File: src/rtl/gripper_defs.svh
// Constants of the vacuum gripper command and status register bank.
`ifndef GRIPPER_DEFS_SVH
`define GRIPPER_DEFS_SVH

`define OFF_ACTION      4'h0
`define OFF_STATE       4'h0
`define OFF_STATE_EXT   4'h1
`define OFF_FAULT       4'h2
`define OFF_MAX         4'h3
`define OFF_TIMEOUT     4'h4
`define OFF_MIN         4'h5

`define ACT_BIT         0
`define MODE_LSB        1
`define MODE_MSB        2
`define REG_BIT         3
`define ATR_BIT         4

`define MODE_AUTO       2'h0
`define MODE_ADV        2'h1
`define AMBIENT_LEVEL   8'h64
`define AUTO_MAX_LEVEL  8'h16
`define AUTO_MIN_LEVEL  8'h5a
`define AUTO_GRIP_TICKS 8'h14
`define AUTO_REL_TICKS  8'h01

`define FLT_NONE        4'h0
`define FLT_TIMEOUT     4'h6
`define FLT_NOT_ACT     4'h7
`define FLT_ATR_RUN     4'hb
`define FLT_ATR_DONE    4'hf
`define OBJ_MOVING      2'h0
`define OBJ_MIN         2'h1
`define OBJ_MAX         2'h2
`define OBJ_NONE        2'h3
`define STA_OFF         2'h0
`define STA_ON          2'h3
`define VAS_STBY        2'h0
`define VAS_GRIP        2'h1
`define VAS_PASSIVE     2'h2

`define TICK_MS         100
`define CLK_KHZ         40000
`define TICK_CNT_W      22
// The product is 32 bits wide; the cast keeps it at the divider's width.
`define TICK_CYCLES     (22'(`TICK_MS * `CLK_KHZ))

`endif

File: src/rtl/gripper_pkg.sv
// Types shared by the vacuum gripper modules.
package gripper_pkg;

    typedef enum logic [3:0] {
        ST_IDLE     = 4'h0,
        ST_STANDBY  = 4'h1,
        ST_GRIP     = 4'h3,
        ST_HOLD     = 4'h2,
        ST_RELEASE  = 4'h6,
        ST_REL_WAIT = 4'h7,
        ST_REL_DONE = 4'h5,
        ST_FAULT    = 4'h4,
        ST_ATR      = 4'hc,
        ST_ATR_DONE = 4'hd
    } ctl_state_t;

    typedef struct packed {
        logic [21:0] cnt;
        logic        tick;
    } div_state_t;

    typedef struct packed {
        logic [7:0] left;
        logic       run;
        logic       expired;
    } tmr_state_t;

endpackage : gripper_pkg

File: src/rtl/window_if.sv
// Carrier between the controller, the 100 ms divider and the window timer.
`timescale 1ns/1ps
interface window_if;
    logic       tick;
    logic       load;
    logic [7:0] load_value;
    logic       expired;

    modport divider (output tick, input load);
    modport timer   (input tick, input load, input load_value, output expired);
    modport ctrl    (output load, output load_value, input expired);
endinterface : window_if

File: src/rtl/period_tick.sv
// Divider that gives one-cycle ticks every 100 ms, realigned on each load.
`timescale 1ns/1ps
`include "gripper_defs.svh"
module period_tick
    import gripper_pkg::*;
#(
    parameter logic [`TICK_CNT_W-1:0] TICK_CYCLES = `TICK_CYCLES
) (
    input  wire logic core_clk_i,
    input  wire logic reset_i,
    window_if.divider win
);
    div_state_t div_reg;
    div_state_t div_next;

    always_comb begin
        div_next      = div_reg;
        div_next.tick = 1'b0;
        // Restarting on load makes the first window a full 100 ms.
        if (win.load) begin
            div_next.cnt = '0;
        end else if (div_reg.cnt == TICK_CYCLES - 22'h000001) begin
            div_next.cnt  = '0;
            div_next.tick = 1'b1;
        end else begin
            div_next.cnt = div_reg.cnt + 22'h000001;
        end
    end

    always_ff @(posedge core_clk_i or posedge reset_i) begin
        if (reset_i) begin
            div_reg <= '0;
        end else begin
            div_reg <= div_next;
        end
    end

    assign win.tick = div_reg.tick;
endmodule : period_tick

File: src/rtl/vacuum_gripper_command_regs.sv
// Register bank and actuator sequencer of the vacuum gripper.
`timescale 1ns/1ps
`include "gripper_defs.svh"
module vacuum_gripper_command_regs
    import gripper_pkg::*;
#(
    parameter logic [`TICK_CNT_W-1:0] TICK_CYCLES = `TICK_CYCLES
) (
    input  wire logic       core_clk_i,
    input  wire logic       reset_i,
    input  wire logic [3:0] addr_i,
    input  wire logic [7:0] wdata_i,
    input  wire logic       wr_i,
    input  wire logic       rd_i,
    input  wire logic [7:0] pressure_i,
    output logic      [7:0] rdata_o,
    output logic            vac_gen_on_o,
    output logic            release_valve_o
);

    // ========================================================================
    // State
    // ========================================================================
    typedef struct packed {
        logic       activate_request;
        logic [1:0] operating_mode_select;
        logic       regulate_request;
        logic       auto_release_request;
        logic [7:0] max_pressure_target;
        logic [7:0] grip_timeout_value;
        logic [7:0] min_pressure_target;
        ctl_state_t st;
        logic [1:0] object_detect_flag;
        logic [3:0] fault_code;
        logic       gen;
        logic       valve;
        logic [7:0] rdata;
        logic       load;
        logic [7:0] load_value;
    } ctl_t;

    ctl_t ctl_reg;
    ctl_t ctl_next;

    window_if win ();

    period_tick #(
        .TICK_CYCLES (TICK_CYCLES)
    ) u_tick (
        .core_clk_i (core_clk_i),
        .reset_i    (reset_i),
        .win        (win)
    );

    window_timer u_timer (
        .core_clk_i (core_clk_i),
        .reset_i    (reset_i),
        .win        (win)
    );

    // ========================================================================
    // Helpers
    // ========================================================================
    // Lower code means deeper vacuum, so reaching a level is a less-or-equal.
    function automatic logic level_reached(input logic [7:0] p,
                                           input logic [7:0] level);
        level_reached = (p <= level);
    endfunction : level_reached

    function automatic logic is_adv(input logic [1:0] mode);
        is_adv = (mode == `MODE_ADV);
    endfunction : is_adv

    logic       adv;
    logic [7:0] tgt_max;
    logic [7:0] tgt_min;
    logic [7:0] grip_window;
    logic [7:0] rel_delay;
    logic       release_cmd;
    logic       at_ambient;
    logic       timed_out;
    logic       param_chg;
    logic [1:0] vas;
    logic       gto_echo;

    always_comb begin
        adv         = is_adv(ctl_reg.operating_mode_select);
        tgt_max     = adv ? ctl_reg.max_pressure_target : `AUTO_MAX_LEVEL;
        tgt_min     = adv ? ctl_reg.min_pressure_target : `AUTO_MIN_LEVEL;
        grip_window = adv ? ctl_reg.grip_timeout_value : `AUTO_GRIP_TICKS;
        rel_delay   = adv ? ctl_reg.grip_timeout_value : `AUTO_REL_TICKS;
        release_cmd = (ctl_reg.max_pressure_target >= `AMBIENT_LEVEL);
        at_ambient  = (pressure_i >= `AMBIENT_LEVEL);
        // A freshly issued load hides a stale expiry from the last window.
        timed_out   = win.expired && !ctl_reg.load;
        gto_echo    = ctl_reg.regulate_request && ctl_reg.activate_request;
        if (ctl_reg.gen) begin
            vas = `VAS_GRIP;
        end else if (ctl_reg.valve) begin
            vas = `VAS_PASSIVE;
        end else begin
            vas = `VAS_STBY;
        end
    end

    // Only a write that really changes a setting counts as a new order.
    always_comb begin
        param_chg = 1'b0;
        if (wr_i) begin
            unique case (addr_i)
                `OFF_ACTION:  param_chg = wdata_i[`MODE_MSB:`MODE_LSB] !=
                                  ctl_reg.operating_mode_select;
                `OFF_MAX:     param_chg =
                                  wdata_i != ctl_reg.max_pressure_target;
                `OFF_TIMEOUT: param_chg =
                                  wdata_i != ctl_reg.grip_timeout_value;
                `OFF_MIN:     param_chg =
                                  wdata_i != ctl_reg.min_pressure_target;
                default:      param_chg = 1'b0;
            endcase
        end
    end

    // ========================================================================
    // Next state
    // ========================================================================
    always_comb begin
        ctl_next       = ctl_reg;
        ctl_next.load  = 1'b0;
        ctl_next.rdata = 8'h00;

        // Register writes; reserved bits and bytes are dropped.
        if (wr_i) begin
            unique case (addr_i)
                `OFF_ACTION: begin
                    ctl_next.activate_request      = wdata_i[`ACT_BIT];
                    ctl_next.operating_mode_select =
                        wdata_i[`MODE_MSB:`MODE_LSB];
                    ctl_next.regulate_request      = wdata_i[`REG_BIT];
                    ctl_next.auto_release_request  = wdata_i[`ATR_BIT];
                end
                `OFF_MAX:     ctl_next.max_pressure_target = wdata_i;
                `OFF_TIMEOUT: ctl_next.grip_timeout_value  = wdata_i;
                `OFF_MIN:     ctl_next.min_pressure_target = wdata_i;
                default: ;
            endcase
        end

        // Status reads answer in the following cycle only.
        if (rd_i) begin
            unique case (addr_i)
                `OFF_STATE: ctl_next.rdata = {ctl_reg.object_detect_flag,
                    (ctl_reg.st == ST_IDLE) ? `STA_OFF : `STA_ON,
                    gto_echo, ctl_reg.operating_mode_select,
                    ctl_reg.activate_request};
                `OFF_STATE_EXT: ctl_next.rdata = {6'h00, vas};
                `OFF_FAULT:     ctl_next.rdata = {4'h0, ctl_reg.fault_code};
                `OFF_MAX:       ctl_next.rdata = ctl_reg.max_pressure_target;
                `OFF_TIMEOUT:   ctl_next.rdata = pressure_i;
                default:        ctl_next.rdata = 8'h00;
            endcase
        end

        // Sequencer.
        if (!ctl_reg.activate_request) begin
            ctl_next.st                 = ST_IDLE;
            ctl_next.gen                = 1'b0;
            ctl_next.valve              = 1'b0;
            ctl_next.object_detect_flag = `OBJ_MOVING;
            ctl_next.fault_code = ctl_reg.regulate_request ? `FLT_NOT_ACT
                                                           : `FLT_NONE;
        end else if (ctl_reg.auto_release_request &&
                     ctl_reg.st != ST_ATR && ctl_reg.st != ST_ATR_DONE) begin
            ctl_next.st         = ST_ATR;
            ctl_next.gen        = 1'b0;
            ctl_next.valve      = 1'b1;
            ctl_next.fault_code = `FLT_ATR_RUN;
        end else begin
            unique case (ctl_reg.st)
                ST_IDLE: begin
                    ctl_next.st         = ST_STANDBY;
                    ctl_next.fault_code = `FLT_NONE;
                end
                ST_STANDBY: begin
                    ctl_next.gen   = 1'b0;
                    ctl_next.valve = 1'b0;
                    if (ctl_reg.regulate_request) begin
                        ctl_next.object_detect_flag = `OBJ_MOVING;
                        if (release_cmd) begin
                            ctl_next.st    = ST_RELEASE;
                            ctl_next.valve = 1'b1;
                        end else begin
                            ctl_next.st         = ST_GRIP;
                            ctl_next.gen        = 1'b1;
                            ctl_next.load       = 1'b1;
                            ctl_next.load_value = grip_window;
                        end
                    end
                end
                ST_GRIP: begin
                    if (!ctl_reg.regulate_request) begin
                        ctl_next.st  = ST_STANDBY;
                        ctl_next.gen = 1'b0;
                    end else if (release_cmd) begin
                        ctl_next.st    = ST_RELEASE;
                        ctl_next.gen   = 1'b0;
                        ctl_next.valve = 1'b1;
                    end else if (tgt_max != 8'h00 &&
                                 level_reached(pressure_i, tgt_max)) begin
                        ctl_next.st                 = ST_HOLD;
                        ctl_next.gen                = 1'b0;
                        ctl_next.object_detect_flag = `OBJ_MAX;
                    end else if (level_reached(pressure_i, tgt_min)) begin
                        ctl_next.object_detect_flag = `OBJ_MIN;
                    end else if (ctl_reg.object_detect_flag == `OBJ_MOVING &&
                                 timed_out) begin
                        ctl_next.st                 = ST_FAULT;
                        ctl_next.gen                = 1'b0;
                        ctl_next.object_detect_flag = `OBJ_NONE;
                        ctl_next.fault_code         = `FLT_TIMEOUT;
                    end
                end
                ST_HOLD: begin
                    if (!ctl_reg.regulate_request) begin
                        ctl_next.st = ST_STANDBY;
                    end else if (release_cmd) begin
                        ctl_next.st    = ST_RELEASE;
                        ctl_next.valve = 1'b1;
                    end else if (!level_reached(pressure_i, tgt_min)) begin
                        // Leak past the minimum: pump again, no new window.
                        ctl_next.st                 = ST_GRIP;
                        ctl_next.gen                = 1'b1;
                        ctl_next.object_detect_flag = `OBJ_MIN;
                    end
                end
                ST_RELEASE: begin
                    if (!ctl_reg.regulate_request || !release_cmd) begin
                        ctl_next.st    = ST_STANDBY;
                        ctl_next.valve = 1'b0;
                    end else if (at_ambient) begin
                        ctl_next.object_detect_flag = `OBJ_NONE;
                        if (rel_delay == 8'h00) begin
                            ctl_next.st    = ST_REL_DONE;
                            ctl_next.valve = 1'b0;
                        end else begin
                            ctl_next.st         = ST_REL_WAIT;
                            ctl_next.load       = 1'b1;
                            ctl_next.load_value = rel_delay;
                        end
                    end
                end
                ST_REL_WAIT: begin
                    if (!ctl_reg.regulate_request) begin
                        ctl_next.st    = ST_STANDBY;
                        ctl_next.valve = 1'b0;
                    end else if (timed_out) begin
                        ctl_next.st    = ST_REL_DONE;
                        ctl_next.valve = 1'b0;
                    end
                end
                ST_REL_DONE: begin
                    if (!ctl_reg.regulate_request || !release_cmd) begin
                        ctl_next.st = ST_STANDBY;
                    end
                end
                ST_FAULT: begin
                    if (!ctl_reg.regulate_request || param_chg) begin
                        ctl_next.st         = ST_STANDBY;
                        ctl_next.fault_code = `FLT_NONE;
                    end
                end
                ST_ATR: begin
                    // The valve stays open until ambient; no window applies.
                    ctl_next.gen   = 1'b0;
                    ctl_next.valve = 1'b1;
                    if (at_ambient) begin
                        ctl_next.st         = ST_ATR_DONE;
                        ctl_next.valve      = 1'b0;
                        ctl_next.fault_code = `FLT_ATR_DONE;
                    end
                end
                ST_ATR_DONE: begin
                    // Left only when activate is cleared, which sends the sequencer back to idle.
                    ctl_next.gen   = 1'b0;
                    ctl_next.valve = 1'b0;
                end
                default: begin
                    ctl_next.st    = ST_IDLE;
                    ctl_next.gen   = 1'b0;
                    ctl_next.valve = 1'b0;
                end
            endcase
        end
    end

    // ========================================================================
    // Registers
    // ========================================================================
    always_ff @(posedge core_clk_i or posedge reset_i) begin
        if (reset_i) begin
            ctl_reg <= '0;
        end else begin
            ctl_reg <= ctl_next;
        end
    end

    assign win.load        = ctl_reg.load;
    assign win.load_value  = ctl_reg.load_value;
    assign rdata_o         = ctl_reg.rdata;
    assign vac_gen_on_o    = ctl_reg.gen;
    assign release_valve_o = ctl_reg.valve;

endmodule : vacuum_gripper_command_regs

File: src/rtl/window_timer.sv
// Down counter of 100 ms ticks; a zero load leaves it idle.
`timescale 1ns/1ps
module window_timer
    import gripper_pkg::*;
(
    input  wire logic core_clk_i,
    input  wire logic reset_i,
    window_if.timer   win
);
    tmr_state_t tmr_reg;
    tmr_state_t tmr_next;

    always_comb begin
        tmr_next = tmr_reg;
        if (win.load) begin
            tmr_next.left    = win.load_value;
            tmr_next.run     = (win.load_value != 8'h00);
            tmr_next.expired = 1'b0;
        end else if (tmr_reg.run && win.tick) begin
            tmr_next.left = tmr_reg.left - 8'h01;
            if (tmr_reg.left == 8'h01) begin
                tmr_next.run     = 1'b0;
                tmr_next.expired = 1'b1;
            end
        end
    end

    always_ff @(posedge core_clk_i or posedge reset_i) begin
        if (reset_i) begin
            tmr_reg <= '0;
        end else begin
            tmr_reg <= tmr_next;
        end
    end

    assign win.expired = tmr_reg.expired;
endmodule : window_timer
File: config.mk
export PLATFORM = sky130hd
export DESIGN_NAME = vacuum_gripper_command_regs
export DESIGN_NICKNAME = d
export VERILOG_FILES = /design/src/rtl/gripper_pkg.sv /design/src/rtl/window_if.sv /design/src/rtl/period_tick.sv /design/src/rtl/vacuum_gripper_command_regs.sv /design/src/rtl/window_timer.sv
export VERILOG_INCLUDE_DIRS = /design/src /design/src/rtl
export SDC_FILE = /design/constraint.sdc
export NUM_CORES = 1
export LEC_CHECK = 0
export BUFFER_PORTS_ARGS = -buffer_cell sky130_fd_sc_hd__buf_4
export CAP_MARGIN = 40
export CORE_MARGIN = 10
export CORE_UTILIZATION = 35
export CTS_BUF_LIST = sky130_fd_sc_hd__clkbuf_16
export CTS_CLUSTER_DIAMETER = 60
export DETAILED_ROUTE_END_ITERATION = 6
export SLEW_MARGIN = 20
export SYNTH_ARGS = -nofsm -noshare
export SYNTH_HDL_FRONTEND = slang
export SYNTH_SLANG_ARGS = --single-unit
File: constraint.sdc
create_clock -name core_clk_i -period 3.62 [get_ports core_clk_i]
set_clock_uncertainty 0.1 [all_clocks]
set_input_delay 0.543 -clock core_clk_i [delete_from_list [all_inputs] [get_ports core_clk_i]]
set_output_delay 0.543 -clock core_clk_i [all_outputs]
set_load 0.02 [all_outputs]
==> impl_metrics.tcl <==
set metrics [dict create \
    status "finished clean" \
    tns_ns 0 \
    hold_violations 0 \
    drt-total-wl_um 14900 \
    numCtsBuffers 9 \
    async_flop_share_pct 100 \
    drt_iter0_drc 436 \
    gp_congestion 0.901 \
    drc 0 \
    layout-drive-gt1-share_pct 15.4 \
    relSlewSlack_pct 49.6 \
    max-cap-violations 0 \
    vias_per_cell 5.42 \
    grt_use_total_pct 14.0 \
    swShare_pct 34.4 \
    synth_cell_type_count 69 \
    regToRegStartpoint "ctl_reg[56]" \
    whs_ns 0.00550 \
    route.antenna.remaining_nets 0 \
    grt_pass1_wl_um 24500 \
    crit_path_end_kind "register" \
    yosys-top-cells-area "dfrtp_1 (41%), nand2_1 (4.5%), ha_1 (4.3%), mux2_2 (4.3%), nor2_1 (3.6%)" \
    cts_setup_buffers 0 \
    cp-start-kind "register" \
    crit_start "ctl_reg[56]" \
    synth-edff-count 0 \
    crit_chain "nand2b_1 -> nor2_1 -> ha_1 -> nand4_1 -> or3b_2 -> a21oi_1 -> or2_2 -> a2111o_1 -> and4b_1 -> mux2_4" \
    cts_max_path_buffers 2 \
    static-leakage-power_uw 0.00274 \
    cpPeakStageDelay_ns 0.45 \
    cts_root_buffer "clkbuf_16" \
    area_delta_synth_final_pct 13.2 \
    setup-violations-final 0 \
    clkLatencyLatePin_ns 0.35 \
    coreArea_mm2 0.0157 \
    syn_nets 650 \
    powerDensity_mw_per_mm2 505 \
    syn_inst 607 \
    slowest_stage "or3b_2" \
    use_met2_pct 22.8 \
    antennaDiodeCount 0 \
    max_freq_mhz 289 \
    numPortBuffers 33 \
    clockPowerShare_pct 30.8 \
    reg2reg_setup_slack_ns 0.16 \
    cp-endpoint "ctl_reg[25]" \
    grt_use_met1_pct 18.0 \
    start_util_pct 35.4 \
    grt_max_degree 44 \
    placementRows 46 \
    cts_sinks 91 \
    synth.avg_cell_area_um2 9.17 \
    clk_pin_slew_ns 0.07 \
    r2r_cells 10 \
    netlist_top_cells_count "dfrtp_1 (91), nand2_1 (67), nor2_1 (54), o21ai_0 (39), inv_1 (27)" \
    largest_reg_flops 39 \
    yosysMostFrequentCell "dfrtp_1" \
    p_switching_uw 1100 \
    path_max_fanout 10 \
    rsz0062_at_grt "no" \
    period_minus_slack_ns 3.46 \
    syn_area_mm2 0.00556 \
    fin_ws_ns 0.164 \
    synth_ff_type "dfrtp_1" \
    synth_seq_cells 91 \
    synth_top_family_by_area "simple AND/OR/NAND/NOR gates" \
    seqPwrFrac_pct 42.7 \
    post_cts_resized 0 \
    globalRouteMet3Util_pct 3.71 \
    boundaryPins 34 \
    tightest_slew_ns 0.748 \
    p_int_uw 2090 \
    die_area_mm2 0.0213 \
    fin_crit_sh_pct 95.5 \
    synth.top_cell.area_share_pct 40.9 \
    antenna_found_initial 0 \
    ys_seq_area_share_pct 40.9 \
    nFillCells 1565 \
    dr.pass1.iters 5 \
    wl_per_cell_um 17.7 \
    synth_fa_ha_area_share_pct 4.27 \
    path_class "register to register" \
    vias 4577 \
    hold_class "input port to asynchronous set/reset pin" \
    top_usage_layer "met2" \
    pre_cts_ws_ns 0.223 \
    cts_tree "built" \
    nNetsFinal 667 \
    fp.dieH_um 146 \
    reg2reg_to "ctl_reg[25]" \
    grt_overflow_total 0 \
    synthXorXnorAreaFrac_pct 5.82 \
    ys_warn_count 0 \
    synthMuxAreaShare_pct 8.28 \
    die_x_um 146 \
    final_util_pct 40.1 \
    p_comb_share_pct 26.5 \
    htreeDepth 3 \
    worstPathArrival_ns 3.59 \
    synth_area_leader_cell "dfrtp_1" \
    peakVddDrop_uv 345 \
    grt_pass1_vias 4603 \
    synthSimpleGateAreaFrac_pct 20.1 \
    finalMaxSlewViolations 0 \
    cts_hold_buf 0 \
    place_hpwl_um 11600 \
    cp.required_ns 3.76 \
    synth_compound_area_share_pct 15.2 \
]
-- final cells by class --
| cell class | instances | area, um2 | area share (%) |
|---|---|---|---|
| Multi-Input combinational cell | 450 | 2980 | 47.4 |
| Sequential cell | 91 | 2280 | 36.1 |
| Timing Repair Buffer | 45 | 350 | 5.56 |
| Tap cell | 216 | 270 | 4.29 |
| Clock buffer | 9 | 225 | 3.57 |
| Inverter | 27 | 103 | 1.63 |
| Clock inverter | 7 | 90.1 | 1.43 |
-- critical path, delay by kind of cell (launching register included) --
| family | cells | cell delay, ns |
|---|---|---|
| AO/OA/AOI/OAI | 2 | 0.47 |
| adder cells (fa/ha/maj) | 1 | 0.28 |
| flip-flops | 1 | 0.44 |
| multiplexers | 1 | 0.33 |
| AND/OR/NAND/NOR | 6 | 1.72 |
-- cells in the final DEF (no fill, tap or decap), types with 15 or more instances in the layout --
cell     netlist  routed
o21ai_0       39      39
nor2_1        54      54
xnor2_1       22      22
buf_4          9      44
ha_1          19      19
a21oi_1       25      25
dfrtp_1       91      91
mux2_2        21      21
xor2_1        15      15
mux2i_1       16      16
nand2_1       67      67
inv_1         27      26
nand3_1       21      21
-- logic make-up after synthesis --
| kind of cell | Yosys count |
|---|---|
| fa+ha+maj | 19 |
| mux | 41 |
| xor+xnor | 37 |
| compound gates | 127 |
| buf+inv | 66 |
| simple gates | 226 |
| flops | 91 |
-- metrics by stage --
stage / total power (uW) / area [um2] / std cells
after floorplan: 1950 / 5560 / 607
after detailed placement: 2210 / 5980 / 829
after CTS: 3200 / 6300 / 845
after global routing: 3380 / 6300 / 845
final: 3180 / 6300 / 845
after global placement: 2190 / 5960 / 828
-- metal layers --
| layer | routed length, um | vias up |
|---|---|---|
| met4 | 247 | 0 |
| li1 | - | 2197 |
| met2 | 7060 | 126 |
| met5 | 0 | - |
| met1 | 6800 | 2235 |
| met3 | 826 | 19 |
-- worst min path at each step --
stage | startpoint | end
2_1_floorplan | ctl_reg[19] | ctl_reg[19]
3_3_place_gp | ctl_reg[19] | ctl_reg[19]
3_5_place_dp | ctl_reg[19] | ctl_reg[19]
4_1_cts | reset_i | u_tick.div_reg[4]
5_1_grt | reset_i | u_tick.div_reg[3]
6_report | reset_i | u_tick.div_reg[3]
-- power groups by stage --
stage | clock, uW | sequential, uW | combinational (uW)
after floorplan | 0 | 1290 | 657
after global placement | 0 | 1370 | 819
after detailed placement | 0 | 1370 | 835
after CTS | 1010 | 1350 | 843
after global routing | 1050 | 1380 | 947
final | 981 | 1360 | 842
Power figures use the tool's default switching activity.
